===== config.mk =====
export PLATFORM = sky130hd
export DESIGN_NAME = dzts_core
export DESIGN_NICKNAME = d
export VERILOG_FILES = /design/src/dzts_pkg.sv /design/src/dzts_stretch.sv /design/src/dzts_core.sv
export SDC_FILE = /design/constraint.sdc
export NUM_CORES = 1
export LEC_CHECK = 0
export ABC_AREA = 1
export ABC_CLOCK_PERIOD_IN_PS = 2160
export BUFFER_PORTS_ARGS = -buffer_cell sky130_fd_sc_hd__buf_4
export CAP_MARGIN = 0
export CORE_ASPECT_RATIO = 2
export CORE_MARGIN = 5
export CORE_UTILIZATION = 30
export DETAILED_ROUTE_END_ITERATION = 12
export HOLD_SLACK_MARGIN = 0.06
export PLACE_DENSITY_LB_ADDON = 0.08
export SYNTH_ARGS = -nofsm -noshare
export SYNTH_HDL_FRONTEND = slang
export SYNTH_SLANG_ARGS = --single-unit

===== constraint.sdc =====
create_clock -name mclk -period 2.16 [get_ports mclk]
set_clock_uncertainty 0.15 [all_clocks]
set_input_delay 0.648 -clock mclk [delete_from_list [all_inputs] [get_ports mclk]]
set_output_delay 0.648 -clock mclk [all_outputs]
set_load 0.005 [all_outputs]

===== src/dzts_pkg.sv =====
package dzts_pkg;

  // Scheme selection
  typedef enum logic [1:0] {
    DZTS_SCH_STEP = 2'b00,
    DZTS_SCH_EXT = 2'b01,
    DZTS_SCH_PILOT = 2'b10,
    DZTS_SCH_SPARE = 2'b11
  } dzts_scheme_e;

  // Recloser state as reported by the recloser function
  typedef enum logic [1:0] {
    DZTS_RC_RESET = 2'b00,
    DZTS_RC_CYCLE = 2'b01,
    DZTS_RC_STATE_A = 2'b10,
    DZTS_RC_SPARE = 2'b11
  } dzts_rc_e;

  // Second-zone ground directional overcurrent use
  typedef enum logic [1:0] {
    DZTS_GD_OFF = 2'b00,
    DZTS_GD_REPLACE = 2'b01,
    DZTS_GD_SUPPLEMENT = 2'b10,
    DZTS_GD_SPARE = 2'b11
  } dzts_gdoc_e;

  // Zone and element counts, and zone indexes
  localparam int DZTS_ZONES = 4;
  localparam int DZTS_PHASES = 3;
  localparam int DZTS_TIMED = 3;
  localparam int DZTS_Z1 = 0;
  localparam int DZTS_Z2 = 1;
  localparam int DZTS_Z4 = 3;
  // Default timer width in bits
  localparam int DZTS_TW = 16;
  // Recommended stretch dropout for contacts that already mimic the flag
  localparam int DZTS_STRETCH_NONE = 0;

endpackage : dzts_pkg


===== src/dzts_stretch.sv =====
module dzts_stretch #(
  parameter int TW = dzts_pkg::DZTS_TW
) (
  input wire logic mclk,
  input wire logic rst_n,
  input wire logic ce,
  input wire logic tick,
  input wire logic contact_pin,
  input wire logic [TW-1:0] dropout_ticks,
  output logic stretched
);
  import dzts_pkg::*;

  typedef struct packed {
    logic s1;
    logic s2;
    logic s3;
    logic level;
    logic [TW-1:0] cnt;
    logic out;
  } dzts_st_s;

  dzts_st_s st_q;
  dzts_st_s st_d;

  if (TW < 2) begin : g_chk
    $error("dzts_stretch: TW too small");
  end

  ////////////////////////////////////////////////////////////////////////////
  // Three-stage pin sync, stretch on the common tick
  always_comb
  begin
    st_d = st_q;
    st_d.s1 = contact_pin;
    st_d.s2 = st_q.s1;
    st_d.s3 = st_q.s2;
    // Level changes only once stages two and three agree
    if (st_q.s2 == st_q.s3)
      st_d.level = st_q.s3;
    if (tick)
    begin
      if (st_q.level)
        st_d.cnt = dropout_ticks; // RQ8
      else if (st_q.cnt != '0)
        st_d.cnt = st_q.cnt - 1'b1; // RQ8
      // Zero dropout passes the contact straight through
      st_d.out = st_q.level | (st_q.cnt != '0); // RQ8
    end
  end

  always_ff @(posedge mclk)
  begin
    if (!rst_n)
      st_q <= '0;
    else if (ce)
      st_q <= st_d;
  end

  assign stretched = st_q.out;

  // A closed contact always shows on the next tick
  a_stretch_follow: assert property (@(posedge mclk) disable iff (!rst_n) // RQ8
    ce && tick && st_q.level |=> stretched)
    else $error("stretch output missed an asserted contact");

  // Once the dropout count is spent the output falls
  a_stretch_drop: assert property (@(posedge mclk) disable iff (!rst_n) // RQ8
    ce && tick && !st_q.level && st_q.cnt == '0 |=> !stretched)
    else $error("stretch output held past dropout");

endmodule : dzts_stretch


===== src/dzts_core.sv =====
// Operation
// RQ1: Extension scheme, no reclose running: second zone trips instantly for first.
// RQ2: Reclose cycle started: true first zone is instant source until reset.
// RQ3: Reach-reset flag sets on recloser initiate, clears on entering reset.
// RQ4: Recloser_state_a keeps flag set until recloser later reaches reset.
// RQ5: Reach-reset contact closed exactly while the flag is set.
// RQ6: Internal recloser: flag picks instant source; contact input unused.
// RQ7: No internal recloser: external contact input replaces the flag.
// RQ8: Contact input passes a stretch timer with settable dropout.
// RQ9: During reclaim a persisting fault trips as plain step distance.
// RQ10: Step distance logic runs under every selected scheme.
// RQ11: Per zone, separate in-service settings for phase and ground.
// RQ12: Zones two to four each have phase and ground delay timers.
// RQ13: Six measuring elements per zone: three phase, three ground.
// RQ14: Fourth zone direction reversible; pilot blocking schemes need reverse.
// RQ15: Optional reactance ground with mho supervision for first-zone ground.
// RQ16: Ground directional overcurrent replaces or supplements zone-two ground.
// RQ17: Backup: phase instant, ground instant and timed with direction option.
// RQ18: Every trip is gated by the fault detector; the code gates only trip, not instant_trip, timed_trip or backup_trip.
// RQ19: Timers, stretch and flag advance on one common processing tick.
module dzts_core #(
  parameter int TW = dzts_pkg::DZTS_TW
) (
  input wire logic mclk,
  input wire logic rst_n,
  input wire logic ce,
  input wire logic tick,
  input wire dzts_pkg::dzts_scheme_e scheme_sel,
  input wire logic recloser_internal,
  input wire logic recloser_initiate,
  input wire dzts_pkg::dzts_rc_e recloser_state,
  input wire logic recloser_contact_input,
  input wire logic [TW-1:0] stretch_dropout,
  input wire logic [3:0] zone_phase_en,
  input wire logic [3:0] zone_ground_en,
  input wire logic [3:0][2:0] phase_meas,
  input wire logic [3:0][2:0] ground_meas,
  input wire logic z1_reactance_sel,
  input wire logic [2:0] z1_reactance_meas,
  input wire logic [2:0] z1_adaptive_mho,
  input wire dzts_pkg::dzts_gdoc_e z2_gdoc_mode,
  input wire logic z2_gdoc_trip,
  input wire logic z4_reverse_set,
  input wire logic [2:0][TW-1:0] phase_delay,
  input wire logic [2:0][TW-1:0] ground_delay,
  input wire logic phase_instant_backup,
  input wire logic ground_instant_backup,
  input wire logic ground_instant_dir_en,
  input wire logic ground_timed_backup,
  input wire logic ground_timed_dir_en,
  input wire logic ground_dir_forward,
  input wire logic fault_detector,
  output logic trip,
  output logic instant_trip,
  output logic [2:0] timed_trip,
  output logic backup_trip,
  output logic reach_reset_contact,
  output logic reach_select_gate,
  output logic z4_reverse,
  output logic scheme_conflict
);
  import dzts_pkg::*;

  typedef struct packed {
    logic flag;
    logic was_reset;
    logic [2:0][TW-1:0] ph_cnt;
    logic [2:0][TW-1:0] gd_cnt;
    logic trip;
    logic inst;
    logic [2:0] timed;
    logic backup;
    logic sel;
    logic z4rev;
    logic conflict;
  } dzts_core_s;

  dzts_core_s st_q;
  dzts_core_s st_d;

  logic contact_stretched;
  logic tick_en;
  logic [3:0] ph_pu;
  logic [3:0] gd_pu;
  logic first_zone_trip_gate;
  logic gnd_z1;
  logic gnd_z2;
  logic [2:0] ph_done;
  logic [2:0] gd_done;
  logic bk;

  if (TW < 2) begin : g_chk
    $error("dzts_core: TW too small");
  end

  ////////////////////////////////////////////////////////////////////////////
  // Saturating zone timer: counts ticks while its element stays picked up
  function automatic logic [TW-1:0] timer_next(input logic pu, input logic [TW-1:0] cnt);
    if (!pu)
      return '0;
    else if (cnt == '1)
      return cnt;
    else
      return cnt + 1'b1;
  endfunction : timer_next

  // Timer output: a zero setting operates on the pickup itself
  function automatic logic timer_done(input logic pu, input logic [TW-1:0] cnt,
                                      input logic [TW-1:0] set);
    return pu && (cnt >= set);
  endfunction : timer_done

  ////////////////////////////////////////////////////////////////////////////
  // External contact path, only consulted without the internal recloser
  dzts_stretch #(
    .TW(TW)
  ) u_recloser_contact_stretch_timer (
    .mclk(mclk),
    .rst_n(rst_n),
    .ce(ce),
    .tick(tick),
    .contact_pin(recloser_contact_input),
    .dropout_ticks(stretch_dropout),
    .stretched(contact_stretched)
  );

  assign tick_en = ce & tick; // RQ19

  ////////////////////////////////////////////////////////////////////////////
  // Zone element pickups with enables and optional substitutions
  always_comb
  begin
    // Reactance ground needs its adaptive mho supervision in the same phase
    gnd_z1 = z1_reactance_sel ? |(z1_reactance_meas & z1_adaptive_mho)
                              : |ground_meas[DZTS_Z1]; // RQ15
    case (z2_gdoc_mode)
      DZTS_GD_REPLACE: gnd_z2 = z2_gdoc_trip; // RQ16
      DZTS_GD_SUPPLEMENT: gnd_z2 = z2_gdoc_trip | (|ground_meas[DZTS_Z2]); // RQ16
      default: gnd_z2 = |ground_meas[DZTS_Z2];
    endcase
    for (int z = 0; z < DZTS_ZONES; z++)
    begin
      // Any of the three phase-pair or three phase-ground elements
      ph_pu[z] = zone_phase_en[z] & (|phase_meas[z]); // RQ11 RQ13
      gd_pu[z] = zone_ground_en[z] & (|ground_meas[z]); // RQ11 RQ13
    end
    gd_pu[DZTS_Z1] = zone_ground_en[DZTS_Z1] & gnd_z1; // RQ11
    gd_pu[DZTS_Z2] = zone_ground_en[DZTS_Z2] & gnd_z2; // RQ11
  end

  ////////////////////////////////////////////////////////////////////////////
  // Instantaneous source and step-distance timed outputs
  always_comb
  begin
    // Flag with internal recloser, stretched contact otherwise
    reach_select_gate = recloser_internal ? st_q.flag : contact_stretched; // RQ6 RQ7
    // Extension: second zone stands in until a reclose cycle is seen
    if (scheme_sel == DZTS_SCH_EXT && !reach_select_gate)
      first_zone_trip_gate = ph_pu[DZTS_Z2] | gd_pu[DZTS_Z2]; // RQ1
    else
      first_zone_trip_gate = ph_pu[DZTS_Z1] | gd_pu[DZTS_Z1]; // RQ2 RQ9
    for (int t = 0; t < DZTS_TIMED; t++)
    begin
      ph_done[t] = timer_done(ph_pu[t+1], st_q.ph_cnt[t], phase_delay[t]); // RQ12
      gd_done[t] = timer_done(gd_pu[t+1], st_q.gd_cnt[t], ground_delay[t]); // RQ12
    end
    // Directional control only when enabled for each ground backup
    bk = phase_instant_backup
       | (ground_instant_backup & (!ground_instant_dir_en | ground_dir_forward))
       | (ground_timed_backup & (!ground_timed_dir_en | ground_dir_forward)); // RQ17
  end

  ////////////////////////////////////////////////////////////////////////////
  // Next state: flag, timers and registered trip outputs, per tick
  always_comb
  begin
    st_d = st_q;
    if (tick_en)
    begin
      st_d.was_reset = (recloser_state == DZTS_RC_RESET);
      // Clear only on entry to reset, so recloser_state_a holds the flag
      if (recloser_state == DZTS_RC_RESET && !st_q.was_reset)
        st_d.flag = 1'b0; // RQ3 RQ4
      // Initiate in the same tick wins over the clear
      if (recloser_initiate)
        st_d.flag = 1'b1; // RQ3
      for (int t = 0; t < DZTS_TIMED; t++)
      begin
        st_d.ph_cnt[t] = timer_next(ph_pu[t+1], st_q.ph_cnt[t]); // RQ12 RQ19
        st_d.gd_cnt[t] = timer_next(gd_pu[t+1], st_q.gd_cnt[t]); // RQ12 RQ19
        st_d.timed[t] = ph_done[t] | gd_done[t];
      end
      st_d.inst = first_zone_trip_gate;
      st_d.backup = bk;
      st_d.sel = reach_select_gate;
      // Step distance trips sit under every scheme; trip never leaves without FD
      st_d.trip = fault_detector & (first_zone_trip_gate | (|(ph_done | gd_done)) | bk); // RQ10 RQ18
      st_d.z4rev = z4_reverse_set; // RQ14
      st_d.conflict = (scheme_sel == DZTS_SCH_PILOT) & !z4_reverse_set; // RQ14
    end
  end

  always_ff @(posedge mclk)
  begin
    if (!rst_n)
      st_q <= '0;
    else if (ce)
      st_q <= st_d;
  end

  ////////////////////////////////////////////////////////////////////////////
  // Outputs from flops; reach_select_gate is a combinational mux
  assign trip = st_q.trip;
  assign instant_trip = st_q.inst;
  assign timed_trip = st_q.timed;
  assign backup_trip = st_q.backup;
  assign reach_reset_contact = st_q.flag; // RQ5
  assign z4_reverse = st_q.z4rev;
  assign scheme_conflict = st_q.conflict;

  ////////////////////////////////////////////////////////////////////////////
  // Checks
  // Initiate always closes the reach-reset contact on the next tick
  a_flag_on_init: assert property (@(posedge mclk) disable iff (!rst_n) // RQ3
    tick_en && recloser_initiate |=> reach_reset_contact)
    else $error("flag not set by recloser initiate");

  // Entry into reset opens it unless an initiate comes in the same tick
  a_flag_clear_entry: assert property (@(posedge mclk) disable iff (!rst_n) // RQ3
    tick_en && !recloser_initiate && recloser_state == DZTS_RC_RESET && !st_q.was_reset
    |=> !reach_reset_contact)
    else $error("flag not cleared on entering reset");

  // Recloser_state_a must not drop the flag, or zone two would overreach again
  a_flag_hold_lock: assert property (@(posedge mclk) disable iff (!rst_n) // RQ4
    tick_en && reach_reset_contact && recloser_state == DZTS_RC_STATE_A
    |=> reach_reset_contact)
    else $error("flag dropped during recloser_state_a");

  // The contact has no source other than the initiate
  a_contact_rise: assert property (@(posedge mclk) disable iff (!rst_n) // RQ5
    $rose(reach_reset_contact) |-> $past(tick_en) && $past(recloser_initiate))
    else $error("contact closed without initiate");

  // Extension with no reclose seen: zone two is the instant source
  a_ext_z2_instant: assert property (@(posedge mclk) disable iff (!rst_n) // RQ1
    tick_en && scheme_sel == DZTS_SCH_EXT && !reach_select_gate && ph_pu[DZTS_Z2]
    |=> instant_trip)
    else $error("second zone not instantaneous in extension");

  // With the reach reset, only zone one may trip instantly
  a_restored_z1: assert property (@(posedge mclk) disable iff (!rst_n) // RQ2
    tick_en && reach_select_gate && !ph_pu[DZTS_Z1] && !gd_pu[DZTS_Z1]
    |=> !instant_trip)
    else $error("instant trip without first zone after reach reset");

  // Without the internal recloser a quiet stretched contact keeps zone two instant
  a_ext_contact_sel: assert property (@(posedge mclk) disable iff (!rst_n) // RQ7
    tick_en && !recloser_internal && scheme_sel == DZTS_SCH_EXT && !contact_stretched
    && (ph_pu[DZTS_Z2] || gd_pu[DZTS_Z2]) |=> instant_trip)
    else $error("external contact not used for reach select");

  // Trip rises only after a tick that saw the fault detector
  a_trip_fd_gate: assert property (@(posedge mclk) disable iff (!rst_n) // RQ18
    $rose(trip) |-> $past(fault_detector))
    else $error("trip without fault detector");

  // trip stays low after a tick without the fault detector
  a_no_fd_trip: assert property (@(posedge mclk) disable iff (!rst_n) // RQ18
    tick_en && !fault_detector |=> !trip)
    else $error("trip issued without fault detector");

  // A zero delay operates on the pickup itself
  a_timer_zero: assert property (@(posedge mclk) disable iff (!rst_n) // RQ12
    tick_en && fault_detector && ph_pu[DZTS_Z4] && phase_delay[2] == '0
    |=> trip && timed_trip[2])
    else $error("zero-delay zone four phase timer did not trip");

  // Dropping the zone two pickups restarts its timers
  a_timer_restart: assert property (@(posedge mclk) disable iff (!rst_n) // RQ12
    tick_en && !ph_pu[DZTS_Z2] && !gd_pu[DZTS_Z2] |=> !timed_trip[0])
    else $error("zone two timer output without pickup");

  // Outside extension, zone one out of service in both halves gives no instant trip
  a_zone_out: assert property (@(posedge mclk) disable iff (!rst_n) // RQ11
    tick_en && scheme_sel != DZTS_SCH_EXT && zone_phase_en[DZTS_Z1] == 1'b0
    && zone_ground_en[DZTS_Z1] == 1'b0 |=> !instant_trip)
    else $error("instant trip from a zone out of service");

  // Backup trips need no zone pickup
  a_backup_trip: assert property (@(posedge mclk) disable iff (!rst_n) // RQ17
    tick_en && fault_detector && phase_instant_backup |=> trip && backup_trip)
    else $error("phase backup did not trip");

  // A pilot scheme with a forward fourth zone is reported, not blocked
  a_pilot_conflict: assert property (@(posedge mclk) disable iff (!rst_n) // RQ14
    tick_en && scheme_sel == DZTS_SCH_PILOT && !z4_reverse_set |=> scheme_conflict)
    else $error("pilot scheme with forward zone four not reported");

  // Between ticks, or while ce is low, the registered outputs must stand
  a_hold_off_tick: assert property (@(posedge mclk) disable iff (!rst_n) // RQ19
    !tick_en |=> $stable(trip) && $stable(timed_trip) && $stable(reach_reset_contact))
    else $error("outputs moved without a tick");

endmodule : dzts_core


# ---- Yosys cells after proc, flatten, opt, wreduce, memory -nomap -nowiden
# Index checks and enable logic that the tools add are counted.
dict set report classes {
  n_reduce_logical 38
  order_cmp 6
  add_sub_neg 7
  n_eq_ne 17
  n_bitwise 28
  muxes 20
}
# op n
set op_table {}
lappend op_table {{$mux 16} 14}
lappend op_table {{$add 16x1->16 const B} 6}
lappend op_table {{$eq 16x16->1 const B} 6}
lappend op_table {{$ge 16x16->1} 6}
lappend op_table {{$reduce_or 3->1} 10}
lappend op_table {{$reduce_and 3->1} 8}
lappend op_table {{$reduce_bool 16->1} 1}
lappend op_table {{$sub 16x1->16 const B} 1}
lappend op_table {{$and 1x1->1} 13}
lappend op_table {{$or 1x1->1} 13}
lappend op_table {{$ne 2x2->1 const B} 6}
lappend op_table {{$logic_and 1x1->1} 8}
lappend op_table {{$reduce_and 2->1} 3}
lappend op_table {{$logic_not 1->1} 5}
lappend op_table {{$mux 1} 5}
lappend op_table {{$eq 2x1->1 const B} 2}
lappend op_table {{$eq 2x2->1 const B} 2}
lappend op_table {{$reduce_bool 2->1} 2}
lappend op_table {{$and 3x3->3} 1}
lappend op_table {{$or 3x3->3} 1}
lappend op_table {{$logic_not 2->1} 1}
lappend op_table {{$pmux 1 s2} 1}
lappend op_table {{$eq 1x1->1} 1}
dict set report totals {
  word_cells 136
  reg_bits 127
  output_inout_bits 10
}

# ---- Depth between registers and ports, before layout
# Gate-level depths: netlist (run 1).
dict set report logic_depth {
  ltp_word 10
  depth_mapped 17
  depth_no_buf 17
}

# ---- Cells and area by module
# A second synthesis (run 1) with hierarchy kept.
dict set report hier_totals {
  hier_cells 1460
  hier_area_um2 9540.4
}
# module area_per_inst_um2 seq_area_each_um2 cells_each instances
set modules_own_cells {}
lappend modules_own_cells {dzts_core 8174.1 2122.0 1243 1}
lappend modules_own_cells {dzts_stretch 1366.3 420.4 217 1}

# ---- Least setup slack after synthesis (run 1)
# OpenSTA, ideal clock, no wires.
dict set report synth_timing {
  path_kind {input-to-reg}
  from {input z2_gdoc_mode[0]}
  to {register st_q[17] (netlist name)}
  path_stages 12
  t_arrival_ns 2.035
  required_time_ns 1.894
  path_buffers 0
  setup_slack_ns -0.141
  cell_sequence {inv_1 -> ha_1 -> o21ai_0 -> a21boi_2 -> nand3_1 -> nand2_2 -> inv_2 -> nand2_1 -> nor2_1 -> inv_1 -> o21ai_0 -> nor2_1}
}
dict set report synth_between {
  elab_chain_len 5
  word_cells_on_any_way 7
}
# item line
set synth_rtl {}
lappend synth_rtl {{start: declaration} dzts_core.sv:41} ;# input wire dzts_pkg::dzts_gdoc_e z2_gdoc_mode,
lappend synth_rtl {{$eq 2x2->1 / $eq 2x1->1 (equally long branches)} dzts_core.sv:136} ;# case (z2_gdoc_mode)
lappend synth_rtl {{$pmux 1 s2 *} dzts_core.sv:136}
lappend synth_rtl {{$and 1x1->1 *} dzts_core.sv:148} ;# gd_pu[DZTS_Z2] = zone_ground_en[DZTS_Z2] & gnd_z2;
lappend synth_rtl {{$ne 2x2->1 (no source line)} -}
lappend synth_rtl {{$reduce_and 3->1 (no source line)} -}
lappend synth_rtl {{end signal: assignment} dzts_core.sv:208} ;# st_q <= st_d;
lappend synth_rtl {{end: declaration} dzts_core.sv:78} ;# dzts_core_s st_q;
# Every way passes the cells marked *; elsewhere a longest branch is shown, timed or not.
# A chain may end at the register's enable or synchronous reset.

# ---- Worst setup path after layout (run 1)
dict set report layout_timing {
  from {register st_q[90] (netlist name)}
  to {register st_q[91] (netlist name)}
}
dict set report layout_between {
  elab_chain_len 3
  word_cells_on_any_way 6
}
# item line
set layout_rtl {}
lappend layout_rtl {{$add 16x1->16 / $eq 16x16->1 (equally long branches)} {dzts_core.sv:104, dzts_core.sv:101}}
lappend layout_rtl {{$mux 16 / $ne 2x2->1 (equally long branches)} -}
lappend layout_rtl {{$mux 16 / $reduce_and 3->1 (equally long branches)} -}
# Parallel ways exist; a longest one is shown, timed or not. The select of a mux whose other input is x is not followed.

==> impl.org, run 1 <==
** Power
- Combinational fraction of design power :: 0.201
- Total power :: between 7 and 8 mW
- Sw frac :: 0.271
- Switching power total :: around 1.9 mW
- The internal power of the cells totals around 5.2 mW.
- Power density over the cells :: between 500 and 600 nW/µm²
- Sequential cell fraction of total power :: 0.351
- Of the total power, the clock network draws 0.448.
- LEAKAGE :: ~6.5 nW
- Across the VDD grid, the largest voltage drop is between 0.0004 and 0.0005 V.

** STA
- Slew margin rel. :: 0.606
- For this run, the top clock speed supported by timing is 0.493 GHz.
- Fin crit share :: 0.939
- Summed over all failing endpoints, the final setup total negative slack is 0 ns.
- Post-route minimum period :: roughly 2.0 ns
- Total count of max-transition violations in the final report :: 0
- Final number of setup-violating endpoints :: 0
- Actual slew at the worst max-slew pin :: between 0.5 and 0.6 ns
- The final hold violation count came to 0.

** Cells and area
- Counting the fill cells in the layout gives ~3.2k.
- At the end of the flow, the number of nets in the layout was between 1.5k and 2k.
- Area added between synthesis and finish :: 39.2%
- Total area of multi-input combinational cells :: approximately 5600 µm²
- Layout cell share with drive strength beyond 1 :: 0.251
- After routing the design area is roughly 13,000 µm².
- Sequential standard cell area :: between 2000 and 3000 µm²
- Non-filler cells, final :: 2,085
- Count of inserted antenna diode cells :: 0

** Worst setup path
- Critical path class :: flip-flop to flip-flop
- Worst setup path startpoint :: st_q[90]$_SDFFE_PN0P_
- Arr. time, crit path :: ~2.2 ns
- In this run the critical register-to-register path is launched from st_q[90]$_SDFFE_PN0P_.
- Along the worst path, the maximum fanout reaches 8.
- FF-to-FF End :: st_q[91]$_SDFFE_PN0P_
- The worst setup path is captured at a flip-flop.
- The worst register-to-register path has a depth of 11.
- Type of origin of the critical path :: flip-flop
- Across all register-to-register paths, the minimum setup slack is between 0.1 and 0.15 ns.
- Data required time at the worst endpoint :: about 2.4 ns

** Floorplanning
- Full die area :: approximately 34,000 µm²
- Number of top-level design ports :: approximately 180
- The floorplan has 90 rows.
- CORE AREA :: between 30,000 and 40,000 µm²
- Overall die height :: ~260 µm
- Width of the chip :: 133 µm
- Starting Density :: 0.303

** Clocking
- The H-tree was split into 4 levels.
- CTS root buf :: clkbuf_16
- The clock passes through at most 2 buffers.
- The clock drives 127 sinks.
- Buffers inserted during clock tree synthesis total 17.
- TritonCTS built the clock tree.
- After clock tree synthesis, the clock-pin slew on the worst setup and hold paths is approximately 0.060 ns.
- For the worst-skew pair, the clock arrives at the later sink with an insertion delay of approximately 0.43 ns.
- In this run, post-CTS hold repair placed 0 buffers.

** Synthesis
- Post-synthesis cell count :: ~1.4k
- After synthesis, the mean cell area works out to between 6 and 7 µm².
- Number of flops mapped to enable cells by yosys :: 0
- During synthesis, Yosys emitted a total of 0 warnings.
- In this run, synthesis produced a sequential element count of 127.
- Main synth FF type :: dfxtp_1
- The number of nets handed over by synthesis was 1,667.
- Counting flops with an async set or reset pin after synthesis yields a share of 0.
- The synthesized netlist contains 51 unique library cells.
- Of the synthesized area, sequential elements account for 0.279.
- In this run the cell area of the synthesized design comes to between 9000 and 10,000 µm².

** Detailed routing
- Across all layers, the routed design uses a little under 10k vias.
- Via-per-instance ratio :: approximately 4.6
- The first detailed-routing pass took 4 iterations.
- For this run, design rule violations remaining after detail routing come to 0.
- The final layout contains routed wiring with a total length of between 20,000 and 30,000 µm.
- In this run the remaining antenna-violating nets after routing total 0.
- In the final routed layout, each cell accounts on average for ~13 µm.
- DR iter-0 viols :: 270

** GRT
- Largest net degree at the start of global routing :: 21
- Number of global-route vias before repair :: ~10k
- Across every metal layer, demand over resource in global routing totals 0.165.
- The first global-routing pass estimated roughly 46,000 µm of wire.
- For this run the aggregate overflow at the end of global routing stands at 0.
- Antenna violations before repair :: 0

** Hold path
- Along the worst hold path, the cell count comes to 3.
- Worst min-delay path endpoint :: u_recloser_contact_stretch_timer.st_d[19]$_SDFFE_PN0P_
- In this run the worst hold path is classified as input pin to flip-flop.
- The startpoint identified for the worst hold timing path is recloser_contact_input.

** Place
- Cell area after placement :: roughly 12,000 µm²
- Quantity of I/O buffers inserted on ports :: between 150 and 200
- Final HPWL DP :: roughly 24,000 µm
- Final Wtd Congestion :: just under 0.8
- Counting tap cells, the placed design contains a total of roughly 2k instances.

** Job
- Max-cap violations :: 0

** Run status
- Outcome :: finished clean
[synth_stat cells (11+ instances only)]
| cell | number | area, µm² |
|---|---|---|
| ha_1 | 105 | 1310 |
| o21ai_1 | 11 | 55.1 |
| nand4_1 | 20 | 125 |
| nand3_1 | 51 | 255 |
| clkbuf_1 | 11 | 41.3 |
| nor3_1 | 34 | 170 |
| o21ai_0 | 64 | 320 |
| nor2_1 | 155 | 582 |
| inv_1 | 244 | 916 |
| dfxtp_1 | 127 | 2540 |
| xor2_1 | 14 | 123 |
| a21oi_1 | 134 | 671 |
| nand2_1 | 319 | 1200 |
[per-stage QoR]
stage	hold WS, ns	setup WS, ns	utilization
6_report	0.294	0.132	0.421
5_1_grt	0.268	-0.0112	0.421
4_1_cts	0.261	0.0385	0.415
3_5_place_dp	0.303	-0.291	0.393
3_3_place_gp	0.302	-0.293	0.393
2_1_floorplan	0.289	-0.00545	-
[kinds of logic after synthesis]
| family | Yosys count | synth area share |
|---|---|---|
| XOR/XNOR | 16 | 0.0154 |
| buffers and inverters | 272 | 0.117 |
| flip-flops | 127 | 0.279 |
| AO/OA/AOI/OAI | 259 | 0.162 |
| adder cells (fa/ha/maj) | 105 | 0.144 |
| AND/OR/NAND/NOR | 610 | 0.282 |
[timing repair]
action	CTS	global route
setup buffers	0	5
pin swaps	0	21
endpoints found under the hold margin	0	0
gates resized for setup	1	54
endpoints found under the setup margin	1	70
[worst max-delay path: stages (launching register included)]
cell and delay (ns):
dfxtp_2 0.35, ha_4 0.14, nand2_1 0.06, nor3_2 0.14
nand2_1 0.09, nor2_2 0.16, nand2_2 0.08, nand2_4 0.07
inv_2 0.07, a21oi_4 0.29, inv_1 0.15, a211oi_1 0.19
[power by group through the flow]
stage / registers [mW] / logic [mW] / clock network, mW
after floorplan: 2.54 / 0.797 / 0
after global routing: 2.52 / 1.65 / 3.40
after detailed placement: 2.55 / 1.42 / 0
final: 2.51 / 1.44 / 3.21
after global placement: 2.55 / 1.41 / 0
after CTS: 2.50 / 1.43 / 3.31
[worst max path at each step]
stage,to,slack [ns],cells past startpoint
after floorplan,st_q[23]$_SDFFE_PN0P_,-0.005,12
after global placement,trip$_SDFFE_PN0P_,-0.29,17
after detailed placement,trip$_SDFFE_PN0P_,-0.29,17
after CTS,st_q[91]$_SDFFE_PN0P_,0.04,11
after global routing,st_q[91]$_SDFFE_PN0P_,-0.01,11
final,st_q[91]$_SDFFE_PN0P_,0.13,11
[placed cells by master, fill, tap and decap left out, drive strengths merged, types with 5 or more instances in the layout]
master	instances
a211oi	10
a21oi	137
a31oi	6
buf	315
clkbuf	23
dfxtp	127
ha	105
inv	252
nand2	326
nand3	52
nand4	20
nor2	160
nor3	38
nor4	6
o21a	5
o21ai	76
o21bai	5
xor2	14
[cell type report]
cell class | instances | share of cell area
clock buffer | 23 | 0.0393
clock inverter | 9 | 0.0121
inverter | 253 | 0.0754
multi-input combinational | 990 | 0.446
sequential | 127 | 0.202
tap | 368 | 0.0363
timing repair buffer | 315 | 0.189
[metal layers]
layer,GRT usage,vias up,part of all wire
met5,0,-,0
met4,0.0626,0,0.028
met3,0.0373,43,0.041
met2,0.338,165,0.57
met1,0.153,4291,0.36
li1,-,5132,-
[registers in the layout, summed over array words and instances (netlist names)]
register,count
st_q,97
u_recloser_contact_stretch_timer.st_q,18
timed_trip,3
u_recloser_contact_stretch_timer.st_d,2
backup_trip,1
instant_trip,1
reach_reset_contact,1
scheme_conflict,1
trip,1
u_recloser_contact_stretch_timer.stretched,1
z4_reverse,1
Power figures use the tool's default switching activity.
==> inputs of run 2 (changes only) <==
Settings changed: CORE_MARGIN 5 to 10, RECOVER_POWER from default to 50.
==> impl.org, run 2 (synthesis results as in run 1) <==
** Worst setup path
- Slowest CP cell :: dfxtp_2 (unchanged)
- Data required time at the worst endpoint :: 2.39 ns (was 2.35 ns)
- Critical path endpoint :: st_q[23]$_SDFFE_PN0P_ (was st_q[91]$_SDFFE_PN0P_)
- The type of the worst setup path is flip-flop to flip-flop (unchanged).
- Max incr delay on CP :: 0.34 ns (was 0.35 ns)
- The cell repeated most along the worst path is nand2_1 (unchanged).
- The flop-to-flop setup slack was 0.14 ns (was 0.13 ns).
- The number of cells on the worst reg-to-reg path came to 12 (was 11).
- Critical path fanouts, max :: 5 (was 8)
- The signal arrival time at the worst endpoint was 2.25 ns (was 2.21 ns).
- Reg-to-Reg Start :: st_q[9]$_SDFFE_PN0P_ (was st_q[90]$_SDFFE_PN0P_)
- Crit end category :: flip-flop (unchanged)
- Cells along the critical path :: ha_2 -> nand2_1 -> nor3_2 -> nand2_1 -> nor2_2 -> nand3_2 -> nand2_4 -> nor2_1 -> nand2_1 -> buf_4 -> o21ai_0 -> nor2_1 (was ha_4 -> nand2_1 -> nor3_2 -> nand2_1 -> nor2_2 -> nand2_2 -> nand2_4 -> inv_2 -> a21oi_4 -> inv_1 -> a211oi_1)
- The gate family responsible for the most delay along the worst path was simple AND/OR/NAND/NOR gates (unchanged).
- The startpoint of the worst setup timing path was st_q[9]$_SDFFE_PN0P_ (was st_q[90]$_SDFFE_PN0P_).
- The buffering stage count on the worst path with inverters included was 1 (was 2).
- The startpoint type of the worst setup path was a flip-flop (unchanged).
- Path length in cells of the critical path :: 12 (was 11)
- FF-to-FF End :: st_q[23]$_SDFFE_PN0P_ (was st_q[91]$_SDFFE_PN0P_)

** Power
- The internal cell power came to 5.15 mW (was 5.22 mW).
- Switching power total :: 1.93 mW (was 1.94 mW)
- Worst IR Drop VDD :: 0.000539 V (was 0.000493 V)
- Power density over the cells :: 560 nW/µm² (was 565 nW/µm²)
- Total power :: 7.08 mW (was 7.15 mW)
- Sequential cell fraction of total power :: 0.354 (was 0.351)
- The clock power share was 0.434 (was 0.448).
- LEAKAGE :: 6.42 nW (was 6.46 nW)
- The net switching share of the total power came to 0.272 (was 0.271).
- The combinational cell fraction of total power was 0.212 (was 0.201).

** STA
- Total count of max-transition violations in the final report :: 0 (unchanged)
- Final number of setup-violating endpoints :: 0 (unchanged)
- The least setup slack across all paths after layout was 0.137 ns (was 0.132 ns).
- The final hold violation count is 0 (unchanged).
- The share of the clock period used by the worst path came to 0.936 (was 0.939).
- Unrepaired setup endpoints after global routing :: yes
- The worst slew margin relative to its limit is 0.591 (was 0.606).
- Final-layout worst hold slack :: 0.304 ns (was 0.294 ns)
- Post-route minimum period :: 2.02 ns (was 2.03 ns)
- Maximum clock frequency :: 0.494 GHz (was 0.493 GHz)
- Actual slew at the worst max-slew pin :: 0.612 ns (was 0.591 ns)

** GRT
- The total congestion overflow after global routing was 0 (unchanged).
- The number of antenna violations at the first check in global routing is 0 (unchanged).
- Total global-route track usage :: 0.152 (was 0.165)
- Number of global-route vias before repair :: 9,801 (was 9,974)
- The first-pass GRT wire length came to 46,300 µm (was 45,600 µm).
- Largest net degree at the start of global routing :: 21 (unchanged)

** Detailed routing
- The overall via count from detail_route came to 9,538 (was 9,631).
- The number of DRC violations after detailed routing came to 0 (unchanged).
- The violation count after the first detailed-route iteration was 218 (was 270).
- Via-per-instance ratio :: 4.57 (was 4.62)
- Average detailed-routed wire length per instance :: 13.6 µm (was 13.3 µm)
- The first-pass detailed-route iteration total was 4 (unchanged).
- Final routed wirelength across all metal layers :: 28,400 µm (was 27,700 µm)
- The remaining number of nets flagged by the antenna check after routing came to 0 (unchanged).

** Floorplanning
- The die outline area was 38,100 µm² (was 34,100 µm²).
- CORE AREA :: 30,100 µm² (unchanged)
- The initial core utilization came to 0.303 (unchanged).
- The die extent in y came to 266 µm (was 256 µm).
- Floorplan row count :: 90 (unchanged)
- The number of top-level pins is 183 (unchanged).
- Width of the chip :: 143 µm (was 133 µm)

** Clocking
- The clock latency at the later pin of the worst-skew pair came to 0.44 ns (was 0.43 ns).
- Number of buffers inserted during clock tree synthesis :: 17 (unchanged)
- The clock-pin slew of the registers on the worst-case setup and hold paths came to 0.06 ns (about the same).
- The buffer cell driving the clock tree root is clkbuf_16 (unchanged).
- The TritonCTS clock tree is yes (unchanged).
- The clock sink total came to 127 (unchanged).
- H-tree depth reported by CTS :: 4 (unchanged)
- Number of buffers between clock root and the deepest sink :: 2 (unchanged)
- Hold buffers post-CTS :: 0 (unchanged)

** Cells and area
- Layout cell share with drive strength beyond 1 :: 0.250 (was 0.251)
- The register bank with the most flops is st_q (unchanged).
- The relative area change from synthesis to final layout was 39.0% (was 39.2%).
- Count of inserted antenna diode cells :: 0 (unchanged)
- Leaving out fill and tap cells, the most frequent cell in the layout is nand2_1.
- Top library cells by usage in the layout, fill and taps aside :: nand2_1, buf_4, inv_1 (unchanged)
- The number of nets in the layout was 1,984 (was 1,982).
- Share of the core filled with cells :: 0.421 (about the same)
- The number of flip-flops in the largest register was 97 (unchanged).
- The non-filler instance count after layout came to 2,085 (unchanged).

** Place
- The HPWL after detailed placement came to 24,000 µm (was 23,500 µm).
- Dpl cells :: 2,044 (was 2,048)
- Quantity of I/O buffers inserted on ports :: 182 (unchanged)
- Post-place setup slack :: -0.333 ns (was -0.291 ns)
- The routability congestion estimate came to 0.820 (was 0.796).

** Hold path
- Class of the worst hold path :: input pin to flip-flop (unchanged)

** Run status
- Outcome :: finished clean (unchanged)

** Job
- The number of maximum-capacitance violations came to 0 (unchanged).
## run 2: cell types whose count changed in the layout (fill, tap and decap cells not counted), sizes merged
cell / before / now
buf: 315 / 317
clkinvlp: 2 / 0
## run 2: metrics by stage
| step | area [µm²] | setup TNS, ns |
|---|---|---|
| 3_5_place_dp | 11800 | -5.22 |
| 3_3_place_gp | 11800 | -4.98 |
| 6_report | 12600 | 0 |
| 4_1_cts | 12400 | 0 |
| 5_1_grt | 12600 | -0.128 |
| 2_1_floorplan | 9120 | -0.0119 |
## run 2: power groups by stage
stage                     Sequential (mW)  Combinational [mW]  Clock [mW]
after global placement               2.55                1.42           0
after floorplan                      2.54               0.797           0
after CTS                            2.50                1.45        3.16
after detailed placement             2.55                1.44           0
final                                2.51                1.50        3.07
after global routing                 2.52                1.71        3.26
## run 2: worst min-delay path, cell delays in order
cell	delay, ns
buf_4	0.08
nor2_1	0.03
nor2_1	0.09
## run 2: how the worst min path moves through the flow
stage | from | end | slack [ns] | cells past startpoint
floorplan | u_recloser_contact_stretch_timer.st_q[18]$_SDFFE_PN0P_ | u_recloser_contact_stretch_timer.st_q[17]$_SDFFE_PN0P_ | 0.29 | 2
global placement | st_q[105]$_SDFFE_PN0P_ | st_q[105]$_SDFFE_PN0P_ | 0.30 | 2
detailed placement | u_recloser_contact_stretch_timer.st_q[18]$_SDFFE_PN0P_ | u_recloser_contact_stretch_timer.st_q[18]$_SDFFE_PN0P_ | 0.31 | 2
CTS | recloser_contact_input | u_recloser_contact_stretch_timer.st_d[19]$_SDFFE_PN0P_ | 0.28 | 3
global route | recloser_initiate | reach_reset_contact$_SDFFE_PN0P_ | 0.30 | 3
finish | recloser_contact_input | u_recloser_contact_stretch_timer.st_d[19]$_SDFFE_PN0P_ | 0.30 | 3
## run 2: final cells by class
cell class	instances	area [µm²]
repair buffers	317	2420
well taps	368	460
fillers	3308	17400
flip-flops and latches	127	2560
clock inverters	7	135
clock buffers	23	468
multi-input cells	990	5650
inverters	253	955
## run 2: timing repair
action | CTS | global route
pin swaps | 0 | 16
setup endpoints to repair | 2 | 55
buffers inserted | 0 | 11
gates cloned | 0 | 0
gates resized for setup | 1 | 50
## run 2: per-layer routing
layer  share of wire  vias up  global-route usage
met5               0        -                   0
met1            0.36     4225               0.138
li1                -     5129                   -
met4           0.019        0              0.0566
met2            0.57      159               0.302
met3           0.051       25              0.0432
